[config.mk]
export PLATFORM = sky130hd
export DESIGN_NAME = fts_regs
export DESIGN_NICKNAME = d
export VERILOG_FILES = /design/src/logic/fts_pkg.sv /design/src/logic/fts_fan_status.sv /design/src/logic/fts_regs.sv
export SDC_FILE = /design/constraint.sdc
export NUM_CORES = 1
export LEC_CHECK = 0
export BUFFER_PORTS_ARGS = -buffer_cell sky130_fd_sc_hd__buf_2
export CAP_MARGIN = 20
export CELL_PAD_IN_SITES_DETAIL_PLACEMENT = 1
export CELL_PAD_IN_SITES_GLOBAL_PLACEMENT = 2
export CORE_UTILIZATION = 31
export CTS_CLUSTER_DIAMETER = 100
export CTS_CLUSTER_SIZE = 16
export DETAILED_ROUTE_END_ITERATION = 7
export PLACE_DENSITY_LB_ADDON = 0.1
export SYNTH_ARGS = -nofsm -noshare
export SYNTH_HDL_FRONTEND = slang
export SYNTH_SLANG_ARGS = --single-unit
[constraint.sdc]
create_clock -name clk_i -period 2.2 [get_ports clk_i]
set_clock_uncertainty 0.1 [all_clocks]
set_input_delay 0.22 -clock clk_i [delete_from_list [all_inputs] [get_ports clk_i]]
set_output_delay 0.22 -clock clk_i [all_outputs]
set_load 0.1 [all_outputs]
[src/logic/fts_pkg.sv]
// fts_pkg: register map, field positions, reset values and carrier types
// for the fan and temperature status register bank.
// assumes: one 100 MHz clock, APB with 32-bit data, one word per register.
package fts_pkg;

	// bus shape
	localparam int ADDR_W   = 12;
	localparam int DATA_W   = 32;
	localparam int REG_W    = 8;
	localparam int IDX_W    = 8;
	localparam int NUM_FANS = 2;
	localparam int NUM_TEMP = 3;

	// register indices; byte address is four times the index
	localparam logic [IDX_W-1:0] IDX_GSTAT   = 8'h00;
	localparam logic [IDX_W-1:0] IDX_PINCAP  = 8'h04;
	localparam logic [IDX_W-1:0] IDX_SENS    = 8'h06;
	localparam logic [IDX_W-1:0] IDX_FAN1    = 8'h10;
	localparam logic [IDX_W-1:0] IDX_FAN2    = 8'h11;
	localparam logic [IDX_W-1:0] IDX_OFS_L   = 8'h30;
	localparam logic [IDX_W-1:0] IDX_OFS_R1  = 8'h31;
	localparam logic [IDX_W-1:0] IDX_OFS_R2  = 8'h32;
	localparam logic [IDX_W-1:0] IDX_IRQ_ST  = 8'h60;
	localparam logic [IDX_W-1:0] IDX_IRQ_MSK = 8'h61;

	// reset values
	localparam logic [REG_W-1:0] PINCAP_RST  = 8'h7F;
	localparam logic [REG_W-1:0] OFS_RST     = 8'h00;
	localparam logic [REG_W-1:0] IRQ_MSK_RST = 8'h00;
	localparam logic [REG_W-1:0] ZERO_REG    = 8'h00;

	// fan status fields
	localparam int FS_ABSENT  = 0;
	localparam int FS_GONE_L  = 1;
	localparam int FS_FAULT   = 2;
	localparam int FS_FAULT_L = 3;
	localparam int FS_SLEEP   = 4;
	localparam int FS_HP_PRIO = 5;
	localparam int FS_TACH_L  = 6;
	localparam int FS_INS_L   = 7;

	// sensor installed fields
	localparam int SENS_LOCAL = 0;
	localparam int SENS_R1    = 1;
	localparam int SENS_R2    = 2;

	// global status fan event bit
	localparam int GSTAT_FAN_EVT = 6;

	// interrupt status: four events per fan, fan n at bit 4*n
	localparam int IRQ_PER_FAN = 4;

	typedef struct packed {
		logic absent;
		logic fault_n;
		logic tach_fault;
	} fts_fan_pins_t;

	typedef struct packed {
		logic tach;
		logic fault;
		logic inserted;
		logic gone;
	} fts_fan_evt_t;

	typedef enum logic [1:0] {
		SPEED_NORMAL,
		SPEED_ALARM,
		SPEED_HOTPLUG,
		SPEED_STOP
	} fts_speed_t;

endpackage

[src/logic/fts_fan_status.sv]
// fts_fan_status: one fan status register with live and latched bits.
// assumes: pins synchronous to clk_i; wr_i is a one-cycle write strobe.
`timescale 1ns/1ns
module fts_fan_status
	import fts_pkg::*;
(
	// clock and reset
	input  wire logic                 clk_i,
	input  wire logic                 sys_rst_i,
	// fan pins
	input  wire fts_fan_pins_t        pins_i,
	// register write
	input  wire logic                 wr_i,
	input  wire logic [REG_W-1:0]     wdata_i,
	// status and events
	output logic      [REG_W-1:0]     status_o,
	output fts_fan_evt_t              evt_o
);

	logic seen_reg;
	logic prev_absent_reg;
	logic prev_fault_n_reg;
	logic gone_l_reg;
	logic fault_l_reg;
	logic tach_l_reg;
	logic ins_l_reg;
	logic sleep_reg;
	logic prio_reg;
	logic monitor;

	// edges are valid only once a previous sample exists
	always_ff @(posedge clk_i) begin
		if (sys_rst_i) begin
			seen_reg         <= 1'b0;
			prev_absent_reg  <= 1'b0;
			prev_fault_n_reg <= 1'b1;
		end else begin
			seen_reg         <= 1'b1;
			prev_absent_reg  <= pins_i.absent;
			prev_fault_n_reg <= pins_i.fault_n;
		end
	end

	assign monitor = ~sleep_reg & ~pins_i.absent;

	always_comb begin
		evt_o.gone     = seen_reg & pins_i.absent & ~prev_absent_reg;
		evt_o.inserted = seen_reg & ~pins_i.absent & prev_absent_reg;
		evt_o.fault    = seen_reg & monitor & ~pins_i.fault_n
			& prev_fault_n_reg;
		evt_o.tach     = monitor & pins_i.tach_fault;
	end

	// latched bits: an event sets, a written zero clears, set wins
	always_ff @(posedge clk_i) begin
		if (sys_rst_i) begin
			gone_l_reg  <= 1'b0;
			fault_l_reg <= 1'b0;
			tach_l_reg  <= 1'b0;
			ins_l_reg   <= 1'b0;
		end else begin
			gone_l_reg  <= evt_o.gone
				| (gone_l_reg & ~(wr_i & ~wdata_i[FS_GONE_L]));
			fault_l_reg <= evt_o.fault | (~pins_i.absent & fault_l_reg
				& ~(wr_i & ~wdata_i[FS_FAULT_L]));
			tach_l_reg  <= evt_o.tach | (~pins_i.absent & tach_l_reg
				& ~(wr_i & ~wdata_i[FS_TACH_L]));
			ins_l_reg   <= evt_o.inserted
				| (ins_l_reg & ~(wr_i & ~wdata_i[FS_INS_L]));
		end
	end

	always_ff @(posedge clk_i) begin
		if (sys_rst_i) begin
			sleep_reg <= 1'b0;
			prio_reg  <= 1'b0;
		end else if (wr_i) begin
			sleep_reg <= wdata_i[FS_SLEEP];
			prio_reg  <= wdata_i[FS_HP_PRIO];
		end
	end

	always_comb begin
		status_o             = ZERO_REG;
		status_o[FS_ABSENT]  = pins_i.absent;
		status_o[FS_GONE_L]  = gone_l_reg;
		status_o[FS_FAULT]   = ~pins_i.fault_n;
		status_o[FS_FAULT_L] = fault_l_reg;
		status_o[FS_SLEEP]   = sleep_reg;
		status_o[FS_HP_PRIO] = prio_reg;
		status_o[FS_TACH_L]  = tach_l_reg;
		status_o[FS_INS_L]   = ins_l_reg;
	end

endmodule

[src/logic/fts_regs.sv]
// fts_regs: fan and temperature status register bank on APB.
// assumes: APB3 master, pins synchronous to clk_i, straps stable at reset.
//
// Operation
// - pin capability register is read-only 7Fh: pins zero to six supported.
// - reserved bits in these registers are read-only and read zero.
// - sensor installed bit zero is always one for the local sensor.
// - sensor bits one and two show remote diodes, caught at power-up.
// - fan status bit zero follows the absent pin live.
// - bit one latches fan removal until software writes zero.
// - bit two reads the inverse of the fault pin.
// - bit three latches fault edge; written zero or fan absent clears.
// - sleep bit four stops the fan and suppresses its fault monitoring.
// - asleep fan with alarm enable goes to alarm speed on overtemp.
// - hot-plug and alarm both: bit five picks hot-plug, else alarm.
// - bit six latches tach fault; written zero or fan absent clears.
// - bit seven latches fan insertion until software writes zero.
// - a newly hot-plugged fan runs at normal speed.
// - fan status at 10h serves fan one, 11h fan two.
// - each channel has an 8-bit offset, reset zero, added to its temp.
// - offsets at 30h local, 31h remote one, 32h remote two.
// - global fan event bit is OR of latched bits 1,3,6,7 of both fans.
//
// Local design decision: register access over APB.
`timescale 1ns/1ns
module fts_regs
	import fts_pkg::*;
(
	// clock and reset
	input  wire logic                         clk_i,
	input  wire logic                         sys_rst_i,
	// apb slave
	input  wire logic                         psel_i,
	input  wire logic                         penable_i,
	input  wire logic                         pwrite_i,
	input  wire logic [ADDR_W-1:0]            paddr_i,
	input  wire logic [DATA_W-1:0]            pwdata_i,
	output logic      [DATA_W-1:0]            prdata_o,
	output logic                              pready_o,
	output logic                              pslverr_o,
	// fan pins, fan one at index 0
	input  wire fts_fan_pins_t [NUM_FANS-1:0] fan_pins_i,
	// speed requests from the fault and hot-plug logic
	input  wire logic [NUM_FANS-1:0]          overtemp_i,
	input  wire logic [NUM_FANS-1:0]          hotplug_req_i,
	input  wire logic [NUM_FANS-1:0]          sleep_alarm_en_i,
	// remote diode detect straps
	input  wire logic                         remote_diode_one_i,
	input  wire logic                         remote_diode_two_i,
	// temperatures: local, remote one, remote two
	input  wire logic [NUM_TEMP-1:0][REG_W-1:0] temp_raw_i,
	output logic      [NUM_TEMP-1:0][REG_W-1:0] temp_adj_o,
	// fan speed selection
	output fts_speed_t [NUM_FANS-1:0]         fan_speed_o,
	// interrupt
	output logic                              irq_o
);

	localparam int IRQ_W = NUM_FANS * IRQ_PER_FAN;

	// saturation limits of a signed temperature byte
	localparam logic [REG_W-1:0] TEMP_POS_MAX = 8'h7F;
	localparam logic [REG_W-1:0] TEMP_NEG_MAX = 8'h80;

	// true when the word address matches a register index
	function automatic logic hit(input logic [ADDR_W-1:0] a,
		input logic [IDX_W-1:0] idx);
		hit = (a[ADDR_W-1:2] == {2'b00, idx});
	endfunction

	// signed add of temperature and offset, saturating at the ends
	function automatic logic [REG_W-1:0] sat_add(
		input logic [REG_W-1:0] t, input logic [REG_W-1:0] o);
		logic [REG_W-1:0] s;
		s = t + o;
		if (t[REG_W-1] == o[REG_W-1] && s[REG_W-1] != t[REG_W-1]) begin
			s = t[REG_W-1] ? TEMP_NEG_MAX : TEMP_POS_MAX;
		end
		sat_add = s;
	endfunction

	// speed choice for one fan
	function automatic fts_speed_t speed_pick(input logic sleep,
		input logic sl_alarm, input logic ot, input logic hp_req,
		input logic prio, input logic ins_l);
		logic hp;
		hp = hp_req & ~ins_l;
		if (sleep) begin
			speed_pick = (sl_alarm & ot) ? SPEED_ALARM : SPEED_STOP;
		end else if (ot & hp) begin
			speed_pick = prio ? SPEED_HOTPLUG : SPEED_ALARM;
		end else if (ot) begin
			speed_pick = SPEED_ALARM;
		end else if (hp) begin
			speed_pick = SPEED_HOTPLUG;
		end else begin
			speed_pick = SPEED_NORMAL;
		end
	endfunction

	logic                         pready_reg;
	logic [DATA_W-1:0]            prdata_reg;
	logic                         pslverr_reg;
	logic                         access;
	logic                         wr_en;
	logic                         rd_en;
	logic [REG_W-1:0]             wbyte;
	logic [REG_W-1:0]             rd_data;
	logic                         rd_valid;

	logic                         strap_done_reg;
	logic [REG_W-1:0]             sens_reg;
	logic [NUM_TEMP-1:0][REG_W-1:0] ofs_reg;
	logic [NUM_TEMP-1:0][REG_W-1:0] temp_adj_reg;
	logic [IRQ_W-1:0]             irq_st_reg;
	logic [IRQ_W-1:0]             irq_st_next;
	logic [IRQ_W-1:0]             irq_msk_reg;
	logic                         irq_reg;
	fts_speed_t [NUM_FANS-1:0]    speed_reg;

	logic [NUM_FANS-1:0]          fan_wr;
	logic [NUM_FANS-1:0][REG_W-1:0] fan_status;
	fts_fan_evt_t [NUM_FANS-1:0]  fan_evt;
	logic [IRQ_W-1:0]             evt_bits;
	logic                         fan_evt_any;
	logic [IDX_W-1:0]             fan_idx [NUM_FANS];

	assign fan_idx[0] = IDX_FAN1;
	assign fan_idx[1] = IDX_FAN2;

	// bus handshake: one wait cycle in the access phase
	assign access = psel_i & penable_i;
	assign wr_en  = access & pready_reg & pwrite_i;
	assign rd_en  = access & pready_reg & ~pwrite_i;
	assign wbyte  = pwdata_i[REG_W-1:0];

	always_ff @(posedge clk_i) begin
		if (sys_rst_i) begin
			pready_reg <= 1'b0;
		end else begin
			pready_reg <= access & ~pready_reg;
		end
	end

	// read mux; unmapped addresses answer zero with an error
	always_comb begin
		rd_data  = ZERO_REG;
		rd_valid = 1'b1;
		if (hit(paddr_i, IDX_GSTAT)) begin
			rd_data[GSTAT_FAN_EVT] = fan_evt_any;
		end else if (hit(paddr_i, IDX_PINCAP)) begin
			rd_data = PINCAP_RST;
		end else if (hit(paddr_i, IDX_SENS)) begin
			rd_data = sens_reg;
		end else if (hit(paddr_i, IDX_FAN1)) begin
			rd_data = fan_status[0];
		end else if (hit(paddr_i, IDX_FAN2)) begin
			rd_data = fan_status[1];
		end else if (hit(paddr_i, IDX_OFS_L)) begin
			rd_data = ofs_reg[0];
		end else if (hit(paddr_i, IDX_OFS_R1)) begin
			rd_data = ofs_reg[1];
		end else if (hit(paddr_i, IDX_OFS_R2)) begin
			rd_data = ofs_reg[2];
		end else if (hit(paddr_i, IDX_IRQ_ST)) begin
			rd_data = irq_st_reg;
		end else if (hit(paddr_i, IDX_IRQ_MSK)) begin
			rd_data = irq_msk_reg;
		end else begin
			rd_valid = 1'b0;
		end
	end

	// read data and error are loaded in the wait cycle
	always_ff @(posedge clk_i) begin
		if (sys_rst_i) begin
			prdata_reg  <= '0;
			pslverr_reg <= 1'b0;
		end else if (access & ~pready_reg) begin
			prdata_reg  <= {{(DATA_W-REG_W){1'b0}}, rd_data};
			pslverr_reg <= ~rd_valid;
		end else begin
			prdata_reg  <= '0;
			pslverr_reg <= 1'b0;
		end
	end

	assign prdata_o  = prdata_reg;
	assign pready_o  = pready_reg;
	assign pslverr_o = pslverr_reg;

	// sensor presence caught once, on the first edge after reset release
	always_ff @(posedge clk_i) begin
		if (sys_rst_i) begin
			strap_done_reg <= 1'b0;
			sens_reg       <= ZERO_REG;
		end else if (!strap_done_reg) begin
			strap_done_reg       <= 1'b1;
			sens_reg[SENS_LOCAL] <= 1'b1;
			sens_reg[SENS_R1]    <= remote_diode_one_i;
			sens_reg[SENS_R2]    <= remote_diode_two_i;
		end
	end

	// temperature offsets
	always_ff @(posedge clk_i) begin
		if (sys_rst_i) begin
			ofs_reg <= {NUM_TEMP{OFS_RST}};
		end else if (wr_en) begin
			if (hit(paddr_i, IDX_OFS_L)) begin
				ofs_reg[0] <= wbyte;
			end
			if (hit(paddr_i, IDX_OFS_R1)) begin
				ofs_reg[1] <= wbyte;
			end
			if (hit(paddr_i, IDX_OFS_R2)) begin
				ofs_reg[2] <= wbyte;
			end
		end
	end

	// corrected temperatures
	always_ff @(posedge clk_i) begin
		if (sys_rst_i) begin
			temp_adj_reg <= '0;
		end else begin
			for (int c = 0; c < NUM_TEMP; c++) begin
				temp_adj_reg[c] <= sat_add(temp_raw_i[c], ofs_reg[c]);
			end
		end
	end

	assign temp_adj_o = temp_adj_reg;

	// per-fan status registers
	for (genvar f = 0; f < NUM_FANS; f++) begin : g_fan
		assign fan_wr[f] = wr_en & hit(paddr_i, fan_idx[f]);

		fts_fan_status u_fan (
			.clk_i     (clk_i),
			.sys_rst_i (sys_rst_i),
			.pins_i    (fan_pins_i[f]),
			.wr_i      (fan_wr[f]),
			.wdata_i   (wbyte),
			.status_o  (fan_status[f]),
			.evt_o     (fan_evt[f])
		);

		assign evt_bits[f*IRQ_PER_FAN +: IRQ_PER_FAN] = fan_evt[f];
	end

	// fan event summary for the global status register
	always_comb begin
		fan_evt_any = 1'b0;
		for (int f = 0; f < NUM_FANS; f++) begin
			fan_evt_any = fan_evt_any | fan_status[f][FS_GONE_L]
				| fan_status[f][FS_FAULT_L] | fan_status[f][FS_TACH_L]
				| fan_status[f][FS_INS_L];
		end
	end

	// fan speed selection
	always_ff @(posedge clk_i) begin
		if (sys_rst_i) begin
			for (int f = 0; f < NUM_FANS; f++) begin
				speed_reg[f] <= SPEED_NORMAL;
			end
		end else begin
			for (int f = 0; f < NUM_FANS; f++) begin
				speed_reg[f] <= speed_pick(
					fan_status[f][FS_SLEEP], sleep_alarm_en_i[f],
					overtemp_i[f], hotplug_req_i[f],
					fan_status[f][FS_HP_PRIO],
					fan_status[f][FS_INS_L]);
			end
		end
	end

	assign fan_speed_o = speed_reg;

	// interrupt status: sticky, cleared by a read, set wins over clear
	always_comb begin
		irq_st_next = irq_st_reg;
		if (rd_en && hit(paddr_i, IDX_IRQ_ST)) begin
			// only reported bits clear; an event after the data load survives
			irq_st_next = irq_st_reg & ~prdata_reg[IRQ_W-1:0];
		end
		irq_st_next = irq_st_next | evt_bits;
	end

	always_ff @(posedge clk_i) begin
		if (sys_rst_i) begin
			irq_st_reg <= '0;
		end else begin
			irq_st_reg <= irq_st_next;
		end
	end

	always_ff @(posedge clk_i) begin
		if (sys_rst_i) begin
			irq_msk_reg <= IRQ_MSK_RST;
		end else if (wr_en && hit(paddr_i, IDX_IRQ_MSK)) begin
			irq_msk_reg <= wbyte;
		end
	end

	always_ff @(posedge clk_i) begin
		if (sys_rst_i) begin
			irq_reg <= 1'b0;
		end else begin
			irq_reg <= |(irq_st_next & irq_msk_reg);
		end
	end

	assign irq_o = irq_reg;

endmodule

==> impl_metrics.xml, run 1 <==
<?xml version="1.0" encoding="UTF-8"?>
<metrics>
  <group name="power_and_ir_drop">
    <metric name="p_seq_share" unit="%">42.8</metric>
    <metric name="p_sw_share" unit="%">32.5</metric>
    <metric name="power_density" unit="nW/um2">637</metric>
    <metric name="power_frac_clock" unit="%">38.1</metric>
    <metric name="power.internal" unit="W">0.00296</metric>
    <metric name="worst_case_vdd_ir_drop" unit="mV">0.362</metric>
    <metric name="combinationalPowerShare" unit="%">19.1</metric>
    <metric name="power.leakage" unit="nW">2.98</metric>
    <metric name="netSwitchingPower" unit="W">0.00143</metric>
  </group>
  <group name="sta">
    <metric name="final_period_minus_worst_setup_slack" unit="ns">2.09</metric>
    <metric name="finalMaxSlewViolations" unit="">0</metric>
    <metric name="report.final.hold_viol_count" unit="">0</metric>
    <metric name="post_route_clock_period_utilization" unit="%">95.2</metric>
    <metric name="timing.fmax" unit="MHz">477</metric>
    <metric name="rsz0062_at_grt" unit="">no</metric>
    <metric name="fin_tns_setup" unit="ns">0</metric>
    <metric name="finalWorstSetupSlack" unit="ns">0.105</metric>
    <metric name="timing.slew.headroom" unit="%">63.3</metric>
    <metric name="worst_slew_pin_slew" unit="ns">0.550</metric>
    <metric name="timing.final.setup_violations" unit="">0</metric>
  </group>
  <group name="die">
    <metric name="design.die.area" unit="um2">18200</metric>
    <metric name="placement_rows" unit="">48</metric>
    <metric name="die_width" unit="um">135</metric>
    <metric name="die_height" unit="um">135</metric>
    <metric name="coreArea" unit="um2">17200</metric>
    <metric name="ioPinCount" unit="">150</metric>
    <metric name="initial_utilization" unit="%">31.7</metric>
  </group>
  <group name="critical_path">
    <metric name="cp_num_cells" unit="">6</metric>
    <metric name="worst_path_buffer_plus_inverter_count" unit="">0</metric>
    <metric name="crit_slowest_cell" unit="">or4_4</metric>
    <metric name="kind_of_critical_path" unit="">flop to flop</metric>
    <metric name="cp_data_arrival_time" unit="ns">2.27</metric>
    <metric name="regToRegSetupSlack" unit="ns">0.11</metric>
    <metric name="cell_by_cell_trace_of_the_critical_path" unit="">ha_1 &gt; nand3_1 &gt; o211ai_1 &gt; a311oi_2 &gt; or4_4 &gt; o21ai_0</metric>
    <metric name="critical_path.max_fanout" unit="">7</metric>
    <metric name="critPathCaptureType" unit="">flop</metric>
    <metric name="setup.worst_path.start_class" unit="">flop</metric>
    <metric name="cpLargestDelayFamily" unit="">simple AND/OR/NAND/NOR gates</metric>
    <metric name="worst-r2r-cell-count" unit="">6</metric>
    <metric name="worst_ep_required_time" unit="ns">2.38</metric>
    <metric name="reg2reg_to" unit="">temp_adj_o[0]</metric>
    <metric name="critical_path.reg2reg.startpoint" unit="">ofs_reg[2]</metric>
    <metric name="cp_slowest_stage_delay" unit="ns">0.50</metric>
  </group>
  <group name="logic_synthesis">
    <metric name="postSynthRegisterBits" unit="">99</metric>
    <metric name="netlist.area_leader.share" unit="%">36.3</metric>
    <metric name="syn_avg_cell_area" unit="um2">8.51</metric>
    <metric name="post_synth_instance_area" unit="um2">5460</metric>
    <metric name="synth_top_area_cell" unit="">dfxtp_1</metric>
    <metric name="ys_async_sr_fraction" unit="%">0</metric>
    <metric name="post_synth_main_area_contributors" unit="">dfxtp_1 36%, mux2i_1 7.9%, ha_1 4.8%, a21oi_1 4.8%, nor2_1 4.6%</metric>
    <metric name="synth-main-ff-cell" unit="">dfxtp_1</metric>
    <metric name="synth_edf_count" unit="">0</metric>
    <metric name="synth_sequential_area_ratio" unit="%">36.3</metric>
    <metric name="warnings_synthesis" unit="">0</metric>
    <metric name="post_synth_num_cell_types" unit="">75</metric>
    <metric name="postSynthCellCount" unit="">642</metric>
  </group>
  <group name="finish">
    <metric name="utilization" unit="%">39.9</metric>
    <metric name="final_cell_mix" unit="">99 x buf_2, 98 x dfxtp_1, 67 x nor2_1, 51 x buf_4, 50 x a21oi_1</metric>
    <metric name="syn2layout_area_growth" unit="%">26.0</metric>
    <metric name="final_nets" unit="">893</metric>
    <metric name="drive_gt1_share" unit="%">24.9</metric>
    <metric name="multi_input_comb_area" unit="um2">3180</metric>
    <metric name="layout_commonest_cell" unit="">buf_2</metric>
    <metric name="diodes" unit="">0</metric>
    <metric name="register_area" unit="um2">1980</metric>
    <metric name="summed_area_of_non_filler_cells_in_the_final_layout" unit="um2">6880</metric>
    <metric name="num-fill-cells" unit="">2090</metric>
  </group>
  <group name="global_route">
    <metric name="grt.total_usage" unit="%">22.0</metric>
    <metric name="globalRoute.totalOverflow" unit="">0</metric>
    <metric name="number_of_antenna_violations_at_the_first_check_in_global_routing" unit="">0</metric>
    <metric name="wire_length_of_the_first_global_routing_pass" unit="mm">30.1</metric>
    <metric name="first_global_vias" unit="">5365</metric>
    <metric name="grt_max_degree" unit="">80</metric>
  </group>
  <group name="clock_tree">
    <metric name="cts_tree" unit="">done</metric>
    <metric name="clk_pin_slew" unit="ns">0.07</metric>
    <metric name="clockBufferDepth" unit="">2</metric>
    <metric name="clock-root-buffer" unit="">clkbuf_16</metric>
    <metric name="cts_buffers" unit="">9</metric>
    <metric name="cts.repair_timing.setup_buffer_count" unit="">0</metric>
    <metric name="clock-sinks" unit="">99</metric>
    <metric name="htreeDepth" unit="">3</metric>
    <metric name="clock_insertion_delay_worst_skew" unit="ns">0.36</metric>
  </group>
  <group name="routing">
    <metric name="drtPass1Iterations" unit="">5</metric>
    <metric name="average_routed_wire_per_standard_cell" unit="um">19.3</metric>
    <metric name="routed-via-count" unit="">5350</metric>
    <metric name="total_length_of_routed_wires" unit="mm">19.5</metric>
    <metric name="wl_met1" unit="mm">9.16</metric>
    <metric name="uppermost_routed_layer" unit="">met4</metric>
    <metric name="met3WireLength" unit="um">715</metric>
    <metric name="detailedRoute.firstIterationViolations" unit="">288</metric>
    <metric name="detail-route-antenna-nets" unit="">0</metric>
    <metric name="met2RoutedLength" unit="mm">9.15</metric>
    <metric name="drcViolationCount" unit="">0</metric>
    <metric name="route.detailed.vias_per_inst" unit="">5.29</metric>
  </group>
  <group name="min_path">
    <metric name="min-delay-start" unit="">remote_diode_one_i</metric>
    <metric name="hold_worst_path_end" unit="">sens_reg[1]</metric>
    <metric name="hold_depth" unit="">3</metric>
    <metric name="holdCritPathClass" unit="">input pin to flop</metric>
  </group>
  <group name="place">
    <metric name="place_ws" unit="ns">-0.112</metric>
    <metric name="post_dp_hpwl" unit="mm">15.0</metric>
    <metric name="place.port_buffers" unit="">99</metric>
    <metric name="gpl.final_weighted_congestion" unit="">0.854</metric>
    <metric name="postPlaceCellArea" unit="um2">6480</metric>
  </group>
  <group name="run_status">
    <metric name="status" unit="">complete, no violations</metric>
  </group>
  <group name="job">
    <metric name="maxCapViolations" unit="">0</metric>
  </group>
</metrics>
worst max-delay path by stage:
stage / from / to / slack, ns
2_1_floorplan: paddr_i[5] / irq_o / 0.12
3_3_place_gp: paddr_i[5] / irq_o / -0.1
3_5_place_dp: paddr_i[5] / irq_o / -0.11
4_1_cts: ofs_reg[2] / temp_adj_o[0] / 0.01
5_1_grt: ofs_reg[16] / temp_adj_o[22] / 0.005
6_report: ofs_reg[2] / temp_adj_o[0] / 0.11
cell usage after synthesis (12+ instances only):
| master | instances |
|---|---|
| a21oi_1 | 52 |
| buf_4 | 24 |
| clkbuf_1 | 22 |
| dfxtp_1 | 99 |
| ha_1 | 21 |
| inv_1 | 31 |
| mux2i_1 | 43 |
| nand2_1 | 36 |
| nand3_1 | 18 |
| nor2_1 | 67 |
| nor2b_1 | 12 |
| o21ai_0 | 50 |
worst min-delay path, cell delays in order:
cell and delay, ns:
buf_2 0.07, mux2i_1 0.06, nor2_1 0.08
metal layers:
layer  track usage [%]  vias up
met5                 0        -
met1              29.5     2615
met2              36.0      137
met3              2.48       29
li1                  -     2569
met4              8.93        0
per-stage QoR:
step,hold WS (ns),instances,total power (W)
finish,0.00861,1012,0.00438
global route,0.0134,1012,0.00455
CTS,0.00351,1012,0.00442
detailed placement,0.338,990,0.00274
global placement,0.327,990,0.00273
floorplan,0.227,665,0.00254
power by group through the flow:
stage / Combinational (W) / Sequential [W] / Clock [W]
global placement: 0.000814 / 0.00191 / 0
floorplan: 0.000422 / 0.00212 / 0
finish: 0.000837 / 0.00187 / 0.00167
global route: 0.000881 / 0.00188 / 0.00179
detailed placement: 0.000825 / 0.00192 / 0
CTS: 0.000835 / 0.00188 / 0.00171
final cells by class:
type                    instances  area share (%)
repair buffers                160            14.8
clock buffers                  11            3.53
well taps                     225            4.09
flip-flops and latches         99            28.8
multi-input cells             481            46.2
inverters                      31            1.69
clock inverters                 5           0.891
cell families after synthesis:
family / share of synthesized area, %
xor gates and xnor gates: 1.12
buffers and inverters: 7.83
DFF: 36.3
AOI/OAI and AO/OA: 21.4
and+or+nand+nor: 19.3
adders and majority gates: 5.91
muxes: 8.09
other: 0.0687
timing repair:
action | CTS | global route
endpoints found under the setup margin | 0 | 20
hold buffers | 6 | 0
resized for setup | 0 | 10
hold endpoints to repair | 4 | 0
Note: power is estimated with default switching activity, not from simulation.
==> run 2: changes to the inputs <==
BUFFER_PORTS_ARGS = unset   (was -buffer_cell sky130_fd_sc_hd__buf_2)
CORE_UTILIZATION = 37   (was 31)
DONT_BUFFER_PORTS = 1   (was unset)
PLACE_DENSITY = 0.91   (was unset)
PLACE_DENSITY_LB_ADDON = unset   (was 0.1)
==> impl_metrics.xml, run 2 (synthesis gave the netlist of run 1 again) <==
<?xml version="1.0" encoding="UTF-8"?>
<metrics>
  <group name="critical_path">
    <metric name="worst_path_buffer_plus_inverter_count" unit="">1</metric>
    <metric name="crit_slowest_cell" unit="">fa_1</metric>
    <metric name="kind_of_critical_path" unit="">flop to flop</metric>
    <metric name="cp_num_cells" unit="">8</metric>
    <metric name="cp_slowest_stage_delay" unit="ns">0.41</metric>
    <metric name="setup.worst_path.start_class" unit="">flop</metric>
    <metric name="critical_path.reg2reg.startpoint" unit="">ofs_reg[0]</metric>
    <metric name="cell_by_cell_trace_of_the_critical_path" unit="">ha_1 &gt; inv_1 &gt; fa_1 &gt; nand2b_1 &gt; a21oi_2 &gt; o21a_1 &gt; nor3_1 &gt; o31ai_1</metric>
    <metric name="crit_start" unit="">ofs_reg[0]</metric>
    <metric name="cp_data_arrival_time" unit="ns">2.24</metric>
    <metric name="critical_path.max_fanout" unit="">3</metric>
    <metric name="worst_ep_required_time" unit="ns">2.37</metric>
    <metric name="cpLargestDelayFamily" unit="">adder cells</metric>
    <metric name="crit_end" unit="">temp_adj_o[6]</metric>
    <metric name="regToRegSetupSlack" unit="ns">0.12</metric>
    <metric name="reg2reg_to" unit="">temp_adj_o[6]</metric>
    <metric name="worst-r2r-cell-count" unit="">8</metric>
    <metric name="critPathCaptureType" unit="">flop</metric>
  </group>
  <group name="finish">
    <metric name="layout_commonest_cell" unit="">dfxtp_1</metric>
    <metric name="diodes" unit="">0</metric>
    <metric name="drive_gt1_share" unit="%">15.0</metric>
    <metric name="final_nets" unit="">827</metric>
    <metric name="utilization" unit="%">45.5</metric>
    <metric name="final_cell_mix" unit="">97 x dfxtp_1, 67 x nor2_1, 65 x buf_4, 50 x a21oi_1, 49 x o21ai_0</metric>
    <metric name="syn2layout_area_growth" unit="%">20.7</metric>
  </group>
  <group name="die">
    <metric name="die_height" unit="um">123</metric>
    <metric name="ioPinCount" unit="">150</metric>
    <metric name="die_width" unit="um">123</metric>
    <metric name="placement_rows" unit="">44</metric>
    <metric name="initial_utilization" unit="%">37.7</metric>
    <metric name="design.die.area" unit="um2">15300</metric>
    <metric name="coreArea" unit="um2">14500</metric>
  </group>
  <group name="sta">
    <metric name="final_period_minus_worst_setup_slack" unit="ns">2.08</metric>
    <metric name="timing.slew.headroom" unit="%">64.2</metric>
    <metric name="timing.final.setup_violations" unit="">0</metric>
    <metric name="post_route_clock_period_utilization" unit="%">94.3</metric>
    <metric name="finalWorstSetupSlack" unit="ns">0.125</metric>
    <metric name="rsz0062_at_grt" unit="">no</metric>
    <metric name="fin_tns_setup" unit="ns">0</metric>
    <metric name="worst_slew_pin_slew" unit="ns">0.529</metric>
    <metric name="finalMaxSlewViolations" unit="">0</metric>
    <metric name="report.final.hold_viol_count" unit="">0</metric>
    <metric name="timing.fmax" unit="MHz">482</metric>
    <metric name="fin_worst_hold_slack" unit="ns">0.0111</metric>
  </group>
  <group name="routing">
    <metric name="detailedRoute.firstIterationViolations" unit="">314</metric>
    <metric name="met2RoutedLength" unit="mm">8.95</metric>
    <metric name="routed-via-count" unit="">5263</metric>
    <metric name="uppermost_routed_layer" unit="">met5</metric>
    <metric name="drtPass1Iterations" unit="">7</metric>
    <metric name="drcViolationCount" unit="">0</metric>
    <metric name="wl_met1" unit="mm">8.16</metric>
    <metric name="average_routed_wire_per_standard_cell" unit="um">21.0</metric>
    <metric name="met3WireLength" unit="mm">1.30</metric>
    <metric name="detail-route-antenna-nets" unit="">0</metric>
    <metric name="total_length_of_routed_wires" unit="mm">19.0</metric>
    <metric name="route.detailed.vias_per_inst" unit="">5.82</metric>
  </group>
  <group name="power_and_ir_drop">
    <metric name="netSwitchingPower" unit="W">0.00133</metric>
    <metric name="power.internal" unit="W">0.00290</metric>
    <metric name="power_density" unit="nW/um2">642</metric>
    <metric name="power_frac_clock" unit="%">37.5</metric>
    <metric name="p_sw_share" unit="%">31.4</metric>
    <metric name="worst_case_vdd_ir_drop" unit="mV">0.322</metric>
    <metric name="power.leakage" unit="nW">2.68</metric>
    <metric name="p_seq_share" unit="%">44.4</metric>
    <metric name="combinationalPowerShare" unit="%">18.1</metric>
  </group>
  <group name="global_route">
    <metric name="grt.total_usage" unit="%">25.2</metric>
    <metric name="globalRoute.totalOverflow" unit="">0</metric>
    <metric name="first_global_vias" unit="">5159</metric>
    <metric name="wire_length_of_the_first_global_routing_pass" unit="mm">28.4</metric>
    <metric name="grt_max_degree" unit="">75</metric>
    <metric name="number_of_antenna_violations_at_the_first_check_in_global_routing" unit="">1</metric>
  </group>
  <group name="place">
    <metric name="place.port_buffers" unit="">0</metric>
    <metric name="place_ws" unit="ns">-0.0373</metric>
    <metric name="gpl.final_weighted_congestion" unit="">0.904</metric>
    <metric name="post_dp_hpwl" unit="mm">13.9</metric>
  </group>
  <group name="clock_tree">
    <metric name="clock-sinks" unit="">99</metric>
    <metric name="cts_tree" unit="">done</metric>
    <metric name="clk_pin_slew" unit="ns">0.07</metric>
    <metric name="clockBufferDepth" unit="">2</metric>
    <metric name="htreeDepth" unit="">3</metric>
    <metric name="cts.repair_timing.setup_buffer_count" unit="">0</metric>
    <metric name="clock_insertion_delay_worst_skew" unit="ns">0.36</metric>
    <metric name="clock-root-buffer" unit="">clkbuf_16</metric>
    <metric name="cts_buffers" unit="">9</metric>
  </group>
  <group name="min_path">
    <metric name="holdCritPathClass" unit="">input pin to flop</metric>
    <metric name="hold_depth" unit="">2</metric>
  </group>
  <group name="job">
    <metric name="maxCapViolations" unit="">0</metric>
  </group>
  <group name="run_status">
    <metric name="status" unit="">complete, no violations</metric>
  </group>
</metrics>
-- run 2: cell count changes in the layout (fill, tap and decap cells not counted), moves of 3 or more --
cell / before / now
buf_4: 51 / 65
dlygate4sd3_1: 6 / 28
buf_12: 4 / 0
buf_2: 99 / 0
clkinvlp_4: 0 / 3
-- run 2: area by class of cell --
class                      count  area (um2)
multi-input combinational    481        3170
timing repair buffer          94         796
clock buffer                  10         229
clock inverter                 6        66.3
sequential                    99        1980
fill                        1738        7890
inverter                      31         116
tap                          184         230
-- run 2: worst min path at each step --
stage / start / to / slack (ns)
global placement: sys_rst_i / temp_adj_o[15] / 0.20
CTS: temp_raw_i[23] / temp_adj_o[23] / 0.0009
global route: sys_rst_i / temp_adj_o[13] / 0.01
floorplan: fan_pins_i[1] / g_fan[0].u_fan.prev_fault_n_reg / 0.23
detailed placement: sys_rst_i / temp_adj_o[15] / 0.20
finish: temp_raw_i[23] / temp_adj_o[23] / 0.01
-- run 2: timing repair --
item / 4_1_cts / 5_1_grt
hold buffers: 29 / 0
endpoints found under the setup margin: 0 / 22
hold endpoints to repair: 76 / 0
resized for setup: 0 / 10
-- run 2: worst register-to-register path: cells and delay by family (launching register included) --
family | cells | cell delay, ns
AO/OA/AOI/OAI | 3 | 0.56
adder cells (fa/ha/maj) | 2 | 0.61
buffers and inverters | 1 | 0.06
flip-flops | 1 | 0.40
AND/OR/NAND/NOR | 2 | 0.27
-- run 2: per-stage QoR --
| stage | power, W | cells | instance area (um2) |
|---|---|---|---|
| 3_5_place_dp | 0.00259 | 860 | 5960 |
| 5_1_grt | 0.00438 | 905 | 6590 |
| 4_1_cts | 0.00427 | 905 | 6560 |
| 3_3_place_gp | 0.00258 | 860 | 5960 |
| 2_1_floorplan | 0.00254 | 665 | 5550 |
| 6_report | 0.00423 | 905 | 6590 |
-- run 2: routing by layer --
layer	GRT usage, %	vias to the layer above
li1	-	2436
met1	31.2	2589
met2	41.3	196
met3	6.27	40
met4	11.0	2
met5	0	-
-- run 2: power by group through the flow --
stage          clock [W]  combinational (W)  sequential, W
3_5_place_dp           0           0.000670        0.00192
6_report         0.00159           0.000767        0.00188
3_3_place_gp           0           0.000660        0.00192
4_1_cts          0.00163           0.000762        0.00188
2_1_floorplan          0           0.000422        0.00212
5_1_grt          0.00170           0.000800        0.00188
==> run 3: changes to the inputs <==
CORE_UTILIZATION = 38   (was 37)
CTS_BUF_LIST = sky130_fd_sc_hd__clkbuf_4   (was unset)
PLACE_DENSITY = 0.93   (was 0.91)
==> impl_metrics.xml, run 3 (synthesis gave the netlist of run 1 again) <==
<?xml version="1.0" encoding="UTF-8"?>
<metrics>
  <group name="power_and_ir_drop">
    <metric name="power.leakage" unit="nW">2.70</metric>
    <metric name="worst_case_vdd_ir_drop" unit="mV">0.273</metric>
    <metric name="p_total" unit="W">0.00367</metric>
    <metric name="power_density" unit="nW/um2">553</metric>
  </group>
  <group name="place">
    <metric name="place.port_buffers" unit="">0</metric>
    <metric name="numPlacedInstances" unit="">853</metric>
    <metric name="gpl.final_weighted_congestion" unit="">0.915</metric>
    <metric name="post_dp_hpwl" unit="mm">13.8</metric>
    <metric name="postPlaceCellArea" unit="um2">5940</metric>
  </group>
  <group name="critical_path">
    <metric name="critPathCaptureType" unit="">flop</metric>
    <metric name="worst-r2r-cell-count" unit="">7</metric>
    <metric name="worst_ep_required_time" unit="ns">2.52</metric>
    <metric name="crit_start" unit="">ofs_reg[2]</metric>
    <metric name="setup.worst_path.start_class" unit="">flop</metric>
    <metric name="kind_of_critical_path" unit="">flop to flop</metric>
    <metric name="regToRegSetupSlack" unit="ns">0.07</metric>
    <metric name="critical_path.reg2reg.startpoint" unit="">ofs_reg[2]</metric>
    <metric name="cp_data_arrival_time" unit="ns">2.45</metric>
    <metric name="critical_path.max_fanout" unit="">7</metric>
  </group>
  <group name="finish">
    <metric name="final_instance_count_excl_fillers" unit="">919</metric>
    <metric name="num-fill-cells" unit="">1640</metric>
    <metric name="layout_commonest_cell" unit="">dfxtp_1</metric>
    <metric name="final_nets" unit="">843</metric>
    <metric name="summed_area_of_non_filler_cells_in_the_final_layout" unit="um2">6650</metric>
    <metric name="syn2layout_area_growth" unit="%">21.7</metric>
    <metric name="utilization" unit="%">47.7</metric>
    <metric name="final_cell_mix" unit="">94 x dfxtp_1, 67 x nor2_1, 61 x buf_4, 49 x o21ai_0, 48 x a21oi_1</metric>
    <metric name="drive_gt1_share" unit="%">15.2</metric>
  </group>
  <group name="routing">
    <metric name="route.detailed.vias_per_inst" unit="">5.77</metric>
    <metric name="detail-route-antenna-nets" unit="">0</metric>
    <metric name="total_length_of_routed_wires" unit="mm">19.1</metric>
    <metric name="drtPass1Iterations" unit="">5</metric>
    <metric name="routed-via-count" unit="">5307</metric>
    <metric name="drcViolationCount" unit="">0</metric>
    <metric name="average_routed_wire_per_standard_cell" unit="um">20.8</metric>
    <metric name="detailedRoute.firstIterationViolations" unit="">355</metric>
  </group>
  <group name="clock_tree">
    <metric name="htreeDepth" unit="">3</metric>
    <metric name="cts_tree" unit="">done</metric>
    <metric name="cts_buffers" unit="">9</metric>
    <metric name="clock_insertion_delay_worst_skew" unit="ns">0.51</metric>
    <metric name="clockBufferDepth" unit="">2</metric>
    <metric name="clock-root-buffer" unit="">clkbuf_4</metric>
    <metric name="clock-sinks" unit="">99</metric>
    <metric name="clk_pin_slew" unit="ns">0.16</metric>
    <metric name="cts.repair_timing.setup_buffer_count" unit="">0</metric>
  </group>
  <group name="sta">
    <metric name="post_route_clock_period_utilization" unit="%">96.9</metric>
    <metric name="timing.final.setup_violations" unit="">0</metric>
    <metric name="timing.slew.headroom" unit="%">57.4</metric>
    <metric name="fin_worst_hold_slack" unit="ns">0.0119</metric>
    <metric name="rsz0062_at_grt" unit="">yes</metric>
    <metric name="finalMaxSlewViolations" unit="">0</metric>
    <metric name="report.final.hold_viol_count" unit="">0</metric>
    <metric name="final_period_minus_worst_setup_slack" unit="ns">2.13</metric>
    <metric name="timing.fmax" unit="MHz">469</metric>
    <metric name="worst_slew_pin_slew" unit="ns">0.638</metric>
  </group>
  <group name="die">
    <metric name="placement_rows" unit="">43</metric>
    <metric name="initial_utilization" unit="%">39.2</metric>
    <metric name="design.die.area" unit="um2">14900</metric>
    <metric name="coreArea" unit="um2">13900</metric>
    <metric name="ioPinCount" unit="">150</metric>
    <metric name="die_height" unit="um">122</metric>
    <metric name="die_width" unit="um">122</metric>
  </group>
  <group name="global_route">
    <metric name="globalRoute.totalOverflow" unit="">0</metric>
    <metric name="first_global_vias" unit="">5418</metric>
    <metric name="number_of_antenna_violations_at_the_first_check_in_global_routing" unit="">1</metric>
    <metric name="grt.total_usage" unit="%">26.2</metric>
    <metric name="grt_max_degree" unit="">81</metric>
    <metric name="wire_length_of_the_first_global_routing_pass" unit="mm">29.2</metric>
  </group>
  <group name="job">
    <metric name="maxCapViolations" unit="">0</metric>
  </group>
  <group name="min_path">
    <metric name="holdCritPathClass" unit="">input pin to flop</metric>
    <metric name="min-delay-start" unit="">paddr_i[3]</metric>
    <metric name="hold_depth" unit="">4</metric>
  </group>
  <group name="run_status">
    <metric name="status" unit="">complete, no violations</metric>
  </group>
</metrics>
## run 3: cell types whose count changed in the layout (fill, tap and decap cells not counted), moves of 2 or more
cell / delta
diode_2: +2
dfxtp_2: +2
buf_4: -4
a21oi_1: -2
clkbuf_4: +10
clkbuf_16: -9
dfxtp_1: -3
a21oi_2: +2
dlygate4sd3_1: +19
clkinv_1: +2
clkinvlp_4: -3
## run 3: final timing paths
| kind | end |
|---|---|
| worst min register to register | pready_o |
| worst min-delay path | prdata_o[5] |
| worst max register to register | temp_adj_o[1] |
| worst max-delay path | temp_adj_o[1] |
## run 3: per-layer routing
layer	routed length [um]	GRT usage, %	share of wire, %	vias up
met3	1220	4.54	6.4	49
met5	0	0	0	-
li1	-	-	-	2467
met4	637	12.2	3.3	0
met2	9170	44.1	48	212
met1	8090	32.3	42	2579
## run 3: repair_timing
action,CTS,global route
gates resized for setup,1,19
endpoints found under the setup margin,4,17
hold endpoints to repair,98,0
hold buffers,48,0
## run 3: power breakdown
part | switching [W] | internal (W)
registers | 0.0000339 | 0.00185
logic | 0.000605 | 0.000198
clock network | 0.000639 | 0.000350
## run 3: area by class of cell
| class | count | area (um2) | area share [%] |
|---|---|---|---|
| Multi-Input combinational cell | 481 | 3200 | 48.2 |
| Timing Repair Buffer | 110 | 976 | 14.7 |
| Antenna cell | 2 | 5.00 | 0.0753 |
| Sequential cell | 99 | 1990 | 30.0 |
| Tap cell | 180 | 225 | 3.39 |
| Clock inverter | 6 | 56.3 | 0.847 |
| Inverter | 31 | 116 | 1.75 |
| Clock buffer | 10 | 75.1 | 1.13 |
## run 3: through the flow
step / setup TNS [ns] / setup WS (ns)
finish: 0 / 0.0691
global route: -0.0396 / -0.0182
detailed placement: -0.0257 / -0.0257
CTS: 0 / 0.0454
global placement: -0.0391 / -0.0391
floorplan: 0 / 0.118
## run 3: worst max-delay path: stages (launching register included)
cell      delay, ns
dfxtp_1        0.38
ha_1           0.36
nand3_1        0.10
o211ai_1       0.22
a311oi_1       0.14
buf_4          0.16
or4_4          0.47
o21ai_0        0.11
